===== config.mk =====
export PLATFORM = sky130hd
export DESIGN_NAME = msr_readout
export DESIGN_NICKNAME = d
export VERILOG_FILES = /design/src/design/msr_pkg.sv /design/src/design/msr_readout.sv
export SDC_FILE = /design/constraint.sdc
export NUM_CORES = 1
export LEC_CHECK = 0
export BUFFER_PORTS_ARGS = -buffer_cell sky130_fd_sc_hd__buf_4
export CAP_MARGIN = 20
export CORE_UTILIZATION = 34
export CTS_CLUSTER_DIAMETER = 120
export DETAILED_ROUTE_END_ITERATION = 12
export SYNTH_ARGS = -nofsm -noshare
export SYNTH_HDL_FRONTEND = slang
export SYNTH_SLANG_ARGS = --single-unit

===== constraint.sdc =====
create_clock -name sys_clk_i -period 3.8 [get_ports sys_clk_i]
set_input_delay 1.14 -clock sys_clk_i [delete_from_list [all_inputs] [get_ports sys_clk_i]]
set_output_delay 1.14 -clock sys_clk_i [all_outputs]
set_load 0.02 [all_outputs]

===== src/design/msr_pkg.sv =====
// Package of register offsets, field positions and carrier types for the sample readout.
package msr_pkg;

   // ----------------------------------------
   // Register offsets
   // ----------------------------------------
   localparam logic [7:0] MSR_ADDR_STATUS = 8'h1e;
   localparam logic [7:0] MSR_ADDR_TEMP_LO = 8'h20;
   localparam logic [7:0] MSR_ADDR_TEMP_HI = 8'h21;
   localparam logic [7:0] MSR_ADDR_PITCH_LO = 8'h22;
   localparam logic [7:0] MSR_ADDR_PITCH_HI = 8'h23;
   localparam logic [7:0] MSR_ADDR_ROLL_LO = 8'h24;
   localparam logic [7:0] MSR_ADDR_ROLL_HI = 8'h25;
   localparam logic [7:0] MSR_ADDR_YAW_LO = 8'h26;
   localparam logic [7:0] MSR_ADDR_YAW_HI = 8'h27;

   // ----------------------------------------
   // Status byte fields and reset values
   // ----------------------------------------
   localparam int MSR_BIT_ACCEL = 0;
   localparam int MSR_BIT_RATE = 1;
   localparam int MSR_BIT_TEMP = 2;
   localparam logic MSR_FLAG_RST = 1'b0;
   localparam logic [15:0] MSR_WORD_RST = 16'h0000;
   localparam logic [7:0] MSR_BYTE_ZERO = 8'h00;

   // ----------------------------------------
   // Sizes and word slots
   // ----------------------------------------
   localparam int MSR_N_KIND = 3;
   localparam int MSR_N_WORD = 4;
   localparam int MSR_WORD_W = 16;
   localparam int MSR_BYTE_W = 8;
   localparam int MSR_WORD_TEMP = 0;
   localparam int MSR_WORD_PITCH = 1;
   localparam int MSR_WORD_ROLL = 2;
   localparam int MSR_WORD_YAW = 3;

   // ----------------------------------------
   // Carrier types
   // ----------------------------------------
   typedef struct packed
   {
      logic [15:0] yaw;
      logic [15:0] roll;
      logic [15:0] pitch;
   } msr_rate_set_t;

   typedef struct packed
   {
      logic       rd_en;
      logic [7:0] addr;
   } msr_rd_req_t;

endpackage


===== src/design/msr_readout.sv =====
// Read-only register slice holding the newest temperature and angular-rate samples.
`timescale 1ns/100ps

module msr_readout
(
   // Clock and reset
   input  wire logic                 sys_clk_i,
   input  wire logic                 srst_i,
   // Sample datapath
   input  wire logic                 temp_valid_i,
   input  wire logic [15:0]          temp_word_i,
   input  wire logic                 rate_valid_i,
   input  wire msr_pkg::msr_rate_set_t rate_set_i,
   input  wire logic                 accel_valid_i,
   input  wire logic                 accel_read_i,
   // Host register read port
   input  wire msr_pkg::msr_rd_req_t rd_req_i,
   output logic [7:0]                rd_data_o,
   output logic                      rd_valid_o,
   // Flags for the wider device
   output logic [2:0]                sample_ready_o
);
   import msr_pkg::*;

   // ----------------------------------------
   // Build-time checks
   // ----------------------------------------
   // The status byte and the word slots are laid out from the package constants.
   // Flag positions outside the field, more flags than status bits, a word not two bytes wide and a yaw slot outside the table are refused here.
   generate
      if ((MSR_BIT_TEMP >= MSR_N_KIND) || (MSR_BIT_RATE >= MSR_N_KIND) || (MSR_BIT_ACCEL >= MSR_N_KIND))
      begin : g_bad_flag_pos
         $error("Flag position lies outside the flag field.");
      end
      if (MSR_N_KIND > MSR_BYTE_W)
      begin : g_bad_kind_count
         $error("More flags than bits in the status byte.");
      end
      if (MSR_WORD_W != 2 * MSR_BYTE_W)
      begin : g_bad_word_width
         $error("A result word must span exactly two bytes.");
      end
      if (MSR_WORD_YAW >= MSR_N_WORD)
      begin : g_bad_word_slot
         $error("Word slot lies outside the word table.");
      end
   endgenerate

   // ----------------------------------------
   // Declarations
   // ----------------------------------------
   logic [MSR_WORD_W-1:0] temp_ff;
   logic [MSR_WORD_W-1:0] nxt_temp;
   msr_rate_set_t rate_ff;
   msr_rate_set_t nxt_rate;
   logic [MSR_N_KIND-1:0] flag_set;
   logic [MSR_N_KIND-1:0] flag_clr;
   logic [MSR_N_KIND-1:0] sample_flag;
   logic temp_sample_ready;
   logic rate_sample_ready;
   logic accel_sample_ready;
   logic [MSR_WORD_W-1:0] word_view [MSR_N_WORD];
   logic [7:0] lo_addr [MSR_N_WORD];
   logic [7:0] hi_addr [MSR_N_WORD];
   logic [MSR_N_WORD-1:0] lo_hit;
   logic [MSR_N_WORD-1:0] hi_hit;
   logic [7:0] lo_byte [MSR_N_WORD];
   logic [7:0] hi_byte [MSR_N_WORD];
   logic status_hit;
   logic [7:0] status_byte;
   logic [7:0] rd_data_ff;
   logic [7:0] nxt_rd_data;
   logic rd_valid_ff;
   logic nxt_rd_valid;

   // ----------------------------------------
   // Sample capture
   // ----------------------------------------
   // The words are not latched between a low and a high byte read, so a sample
   // landing between the two reads mixes two samples. The host should poll the
   // status flag and fetch a word without long gaps.
   always_comb
   begin
      nxt_temp = temp_ff;
      nxt_rate = rate_ff;
      if (temp_valid_i)
      begin
         // Upstream delivers the word already sign-extended to bit 15.
         nxt_temp = temp_word_i;
      end
      if (rate_valid_i)
      begin
         nxt_rate = rate_set_i;
      end
   end

   always_ff @(posedge sys_clk_i)
   begin
      if (srst_i)
      begin
         temp_ff <= MSR_WORD_RST;
         rate_ff <= '{MSR_WORD_RST, MSR_WORD_RST, MSR_WORD_RST};
      end
      else
      begin
         temp_ff <= nxt_temp;
         rate_ff <= nxt_rate;
      end
   end

   // ----------------------------------------
   // Word table and address map
   // ----------------------------------------
   assign word_view[MSR_WORD_TEMP] = temp_ff;
   assign word_view[MSR_WORD_PITCH] = rate_ff.pitch;
   assign word_view[MSR_WORD_ROLL] = rate_ff.roll;
   assign word_view[MSR_WORD_YAW] = rate_ff.yaw;
   assign lo_addr[MSR_WORD_TEMP] = MSR_ADDR_TEMP_LO;
   assign hi_addr[MSR_WORD_TEMP] = MSR_ADDR_TEMP_HI;
   assign lo_addr[MSR_WORD_PITCH] = MSR_ADDR_PITCH_LO;
   assign hi_addr[MSR_WORD_PITCH] = MSR_ADDR_PITCH_HI;
   assign lo_addr[MSR_WORD_ROLL] = MSR_ADDR_ROLL_LO;
   assign hi_addr[MSR_WORD_ROLL] = MSR_ADDR_ROLL_HI;
   assign lo_addr[MSR_WORD_YAW] = MSR_ADDR_YAW_LO;
   assign hi_addr[MSR_WORD_YAW] = MSR_ADDR_YAW_HI;

   generate
      for (genvar w = 0; w < MSR_N_WORD; w++)
      begin : g_word
         // The low byte holds bits 7:0 and the high byte bits 15:8 of each word.
         assign lo_byte[w] = word_view[w][MSR_BYTE_W-1:0];
         assign hi_byte[w] = word_view[w][MSR_WORD_W-1:MSR_BYTE_W];
         assign lo_hit[w] = rd_req_i.rd_en && (rd_req_i.addr == lo_addr[w]);
         assign hi_hit[w] = rd_req_i.rd_en && (rd_req_i.addr == hi_addr[w]);
      end
   endgenerate

   assign status_hit = rd_req_i.rd_en && (rd_req_i.addr == MSR_ADDR_STATUS);

   // ----------------------------------------
   // New-sample flags
   // ----------------------------------------
   // The temperature and rate flags clear on the read of the high byte of their last word, so a host
   // reading low then high consumes the whole sample exactly once. Reading the
   // status byte leaves the flags alone.
   assign flag_set[MSR_BIT_TEMP] = temp_valid_i;
   assign flag_set[MSR_BIT_RATE] = rate_valid_i;
   assign flag_set[MSR_BIT_ACCEL] = accel_valid_i;
   assign flag_clr[MSR_BIT_TEMP] = hi_hit[MSR_WORD_TEMP];
   assign flag_clr[MSR_BIT_RATE] = hi_hit[MSR_WORD_YAW];
   // The acceleration words live outside this slice, so their read arrives as a strobe.
   assign flag_clr[MSR_BIT_ACCEL] = accel_read_i;

   generate
      for (genvar k = 0; k < MSR_N_KIND; k++)
      begin : g_flag
         logic flag_ff;
         logic nxt_flag;

         // A new sample wins over a same-cycle clearing read so no event is lost.
         always_comb
         begin
            nxt_flag = flag_set[k] | (flag_ff & ~flag_clr[k]);
         end

         always_ff @(posedge sys_clk_i)
         begin
            if (srst_i)
            begin
               flag_ff <= MSR_FLAG_RST;
            end
            else
            begin
               flag_ff <= nxt_flag;
            end
         end

         assign sample_flag[k] = flag_ff;
      end
   endgenerate

   assign temp_sample_ready = sample_flag[MSR_BIT_TEMP];
   assign rate_sample_ready = sample_flag[MSR_BIT_RATE];
   assign accel_sample_ready = sample_flag[MSR_BIT_ACCEL];

   always_comb
   begin
      status_byte = MSR_BYTE_ZERO;
      status_byte[MSR_BIT_TEMP] = temp_sample_ready;
      status_byte[MSR_BIT_RATE] = rate_sample_ready;
      status_byte[MSR_BIT_ACCEL] = accel_sample_ready;
   end

   // ----------------------------------------
   // Register read decode
   // ----------------------------------------
   // Unmapped addresses read as zero. The answer is registered so the data and
   // its valid strobe leave the block together one cycle after the request.
   always_comb
   begin
      nxt_rd_valid = rd_req_i.rd_en;
      nxt_rd_data = rd_data_ff;
      if (rd_req_i.rd_en)
      begin
         nxt_rd_data = MSR_BYTE_ZERO;
         if (status_hit)
         begin
            nxt_rd_data = status_byte;
         end
         for (int w = 0; w < MSR_N_WORD; w++)
         begin
            if (lo_hit[w])
            begin
               nxt_rd_data = lo_byte[w];
            end
            if (hi_hit[w])
            begin
               nxt_rd_data = hi_byte[w];
            end
         end
      end
   end

   always_ff @(posedge sys_clk_i)
   begin
      if (srst_i)
      begin
         rd_data_ff <= MSR_BYTE_ZERO;
         rd_valid_ff <= 1'b0;
      end
      else
      begin
         rd_data_ff <= nxt_rd_data;
         rd_valid_ff <= nxt_rd_valid;
      end
   end

   assign rd_data_o = rd_data_ff;
   assign rd_valid_o = rd_valid_ff;
   assign sample_ready_o = sample_flag;

endmodule


==> reports/results.tsv <==
stage	metric	value	unit
min_path	worst hold stages	2	
yosys	most common cell in the synthesized netlist	nor2_1	
floorplan	Total Die Area	10800	um2
clock_network	clk slew on worst S/H paths	0.08	ns
critical_path	Critical Path, Cell by Cell	buf_4 > nand2b_1 > nor2_1 > or3_1 > a211oi_1 > o21a_1	
clock_network	Clk Latency, worst-skew pair	0.35	ns
routing	DRC violations left	0	
power	Pleak	0.00197	uW
timing	Final setup violation count	0	
timing	skew final	0.0104	ns
timing	Rel. slew slack	44.6	%
final_layout	share of layout cells above drive strength 1	24.7	%
grt	initial antenna violation count	0	
yosys	main flop type after synthesis	dfxtp_1	
clock_network	H-tree levels	3	
routing	average wire per standard cell	15.4	um
clock_network	CTS tree	built	
critical_path	CP max FO	36	
routing	final wirelength	9.08	mm
floorplan	Starting Density	35.6	%
timing	Fmax achieved	0.421	GHz
yosys	Synth async-reset ratio	0	%
yosys	top cells by count, synth	nor2_1 (89), dfxtp_1 (76), mux2i_1 (73)	
clock_network	cts repair resizes	0	
critical_path	setup slack, reg-to-reg	2.52	ns
grt	GRT overflow	0	
critical_path	R2R Path Start	temp_ff[5]	
yosys	Post-Syn Area	3530	um2
routing	DR iter-0 viols	142	
yosys	Synth top area share	43.1	%
timing	Slew Viols, Final	0	
critical_path	Slowest Stage Delay on Critical Path	0.37	ns
timing	Final min period	2.38	ns
timing	worst-margin pin slew	0.831	ns
floorplan	core area	9910	um2
final_layout	area delta synth->final	23.4	%
power	Worst VDD drop	0.000147	V
grt	global-route wire length before repair	14.8	mm
routing	1st-pass router iterations	4	
power	P per Cell Area	391	nW/um2
clock_network	hold_buf cts	0	
critical_path	crit path DAT	2.68	ns
clock_network	postcts setup bufs	0	
yosys	EDFF count, synth	0	
final_layout	final core occ	44.0	%
clock_network	root buffer cell	clkbuf_8	
final_layout	multi-input logic area	1780	um2
min_path	Hold Crit Endpoint	lo_byte[7]	
clock_network	CTS sink count	76	
timing	RSZ-0062 raised after global routing	no	
timing	PnR worst setup slack	1.42	ns
final_layout	diode count	0	
yosys	Seq/Total Area, Yosys	43.1	%
clock_network	Longest Clk Path Bufs	2	
grt	largest net degree at the start of global routing	50	
routing	vias	2927	
final_layout	register area	1520	um2
critical_path	crit path kind	in -> reg	
final_layout	Fillers	1000	
timing	setup_tns	0	ns
grt	GRT Util Overall	17.3	%
critical_path	Worst R2R End	rd_data_o[5]	
min_path	min-delay src	lo_byte[7]	
floorplan	Die W	104	um
critical_path	delay-heaviest family, CP	simple AND/OR/NAND/NOR gates	
timing	Final period util	62.5	%
yosys	syn avg cell area	9.22	um2
yosys	Synth area leader	dfxtp_1	
floorplan	std cell rows	36	
yosys	number of synthesized register bits	76	
critical_path	crit start category	input port	
placed_design	setup slack at placement	1.07	ns
run	max cap viols	0	
yosys	Mapped Cells	383	
floorplan	IO Count	91	
critical_path	endpoint type of the worst setup path	register	
yosys	Yosys cell types	43	
yosys	Post-Syn Nets	462	
placed_design	GP Congestion	0.827	
floorplan	height of the die	104	um
grt	vias in the first global route	2978	
critical_path	CP bufs+invs	1	
timing	final count of hold timing violations	0	
routing	post-DR vias/cell	4.96	
placed_design	Post-DP HPWL	6.54	mm
critical_path	Worst EP required	4.10	ns
routing	remaining antenna violation count	0	
placed_design	Port Buffers	90	
clock_network	total CTS buffers	9	
yosys	warnings from Yosys	0	
outcome	outcome	complete, no violations	
min_path	HP Class	reg -> reg	
critical_path	R2R depth	5	
final_layout	Layout Nets	531	
yosys	synth top area cells	dfxtp_1 (43%), mux2i_1 (21%), nor2_1 (9.5%)	
critical_path	Worst path slowest cell	nand2b_1	
==> final cells by class <==
cell class	count	area share (%)
well taps	133	3.82
flip-flops and latches	76	34.9
multi-input cells	268	40.8
inverters	6	0.517
clock buffers	11	3.02
clock inverters	5	1.21
repair buffers	91	15.7
==> report_power, final <==
part | leakage, uW | total (uW) | switching [uW] | internal [uW]
Clock | 0.0000931 | 586 | 286 | 300
Sequential | 0.000627 | 871 | 29.8 | 842
Combinational | 0.00125 | 245 | 121 | 124
Total | 0.00197 | 1700 | 437 | 1270
==> worst min-delay path, cell delays in order, from the launching register on <==
cell,delay [ns]
dfxtp_1,0.33
mux2i_1,0.06
nor2_1,0.07
==> sequential cells by signal (all words and copies together), names as in the netlist <==
register and flops:
accel_sample_ready 1, g_flag.flag_ff 2, hi_byte 24, lo_byte 24, rd_data_o 8, rd_valid_o 1
temp_ff 16
==> worst max-delay path by stage <==
stage | start | to | slack (ns) | cells past startpoint
2_1_floorplan | rd_req_i[5] | rd_data_o[1] | 1.54 | 5
3_5_place_dp | rd_req_i[1] | rd_data_o[0] | 1.07 | 6
5_1_grt | rd_req_i[1] | rd_data_o[0] | 1.31 | 6
4_1_cts | rd_req_i[1] | rd_data_o[0] | 1.44 | 6
6_report | rd_req_i[1] | rd_data_o[0] | 1.42 | 6
3_3_place_gp | rd_req_i[1] | rd_data_o[0] | 1.15 | 6
==> stage by stage <==
stage | std cells | total power [uW] | hold slack [ns] | area, um2
finish | 590 | 1700 | 0.492 | 4360
floorplan | 383 | 1030 | 0.452 | 3530
detailed placement | 574 | 1140 | 0.482 | 4170
global route | 590 | 1790 | 0.527 | 4360
CTS | 590 | 1720 | 0.502 | 4360
global placement | 574 | 1130 | 0.474 | 4170
==> cells by family (layout without fill, tap and decap cells) <==
family	Yosys count	after routing	share of synthesized area (%)
muxes	74	74	21.0
buffers and inverters	39	113	6.52
and+or+nand+nor	134	134	18.2
AOI/OAI and AO/OA	60	60	11.1
DFF	76	76	43.1
==> routing by layer <==
layer,wire length [um],global-route usage (%)
met1,4280,22.4
met2,4040,27.3
met3,536,4.14
met4,224,7.35
met5,0,0
==> placed cells by master, fill, tap and decap left out, types with 2 or more instances in the layout <==
cell,Yosys,final
a21oi_1,12,12
a22oi_1,6,6
a31oi_1,4,4
a32oi_1,4,4
and2_1,2,2
and3_1,2,2
buf_4,4,91
clkbuf_1,8,2
clkbuf_8,1,9
clkinv_2,0,3
dfxtp_1,76,76
inv_1,6,6
mux2i_1,73,73
nand2_1,10,10
nand2b_1,5,5
nand3_1,2,2
nand3b_1,2,2
nand4_1,3,3
nor2_1,89,89
nor2b_1,4,4
nor3_1,5,5
nor4_4,2,2
o211ai_1,4,4
o21ai_0,13,13
o21ai_1,2,2
o221a_1,3,3
o22ai_1,6,6
or3_1,2,2
(Power assumes the default switching activity.)
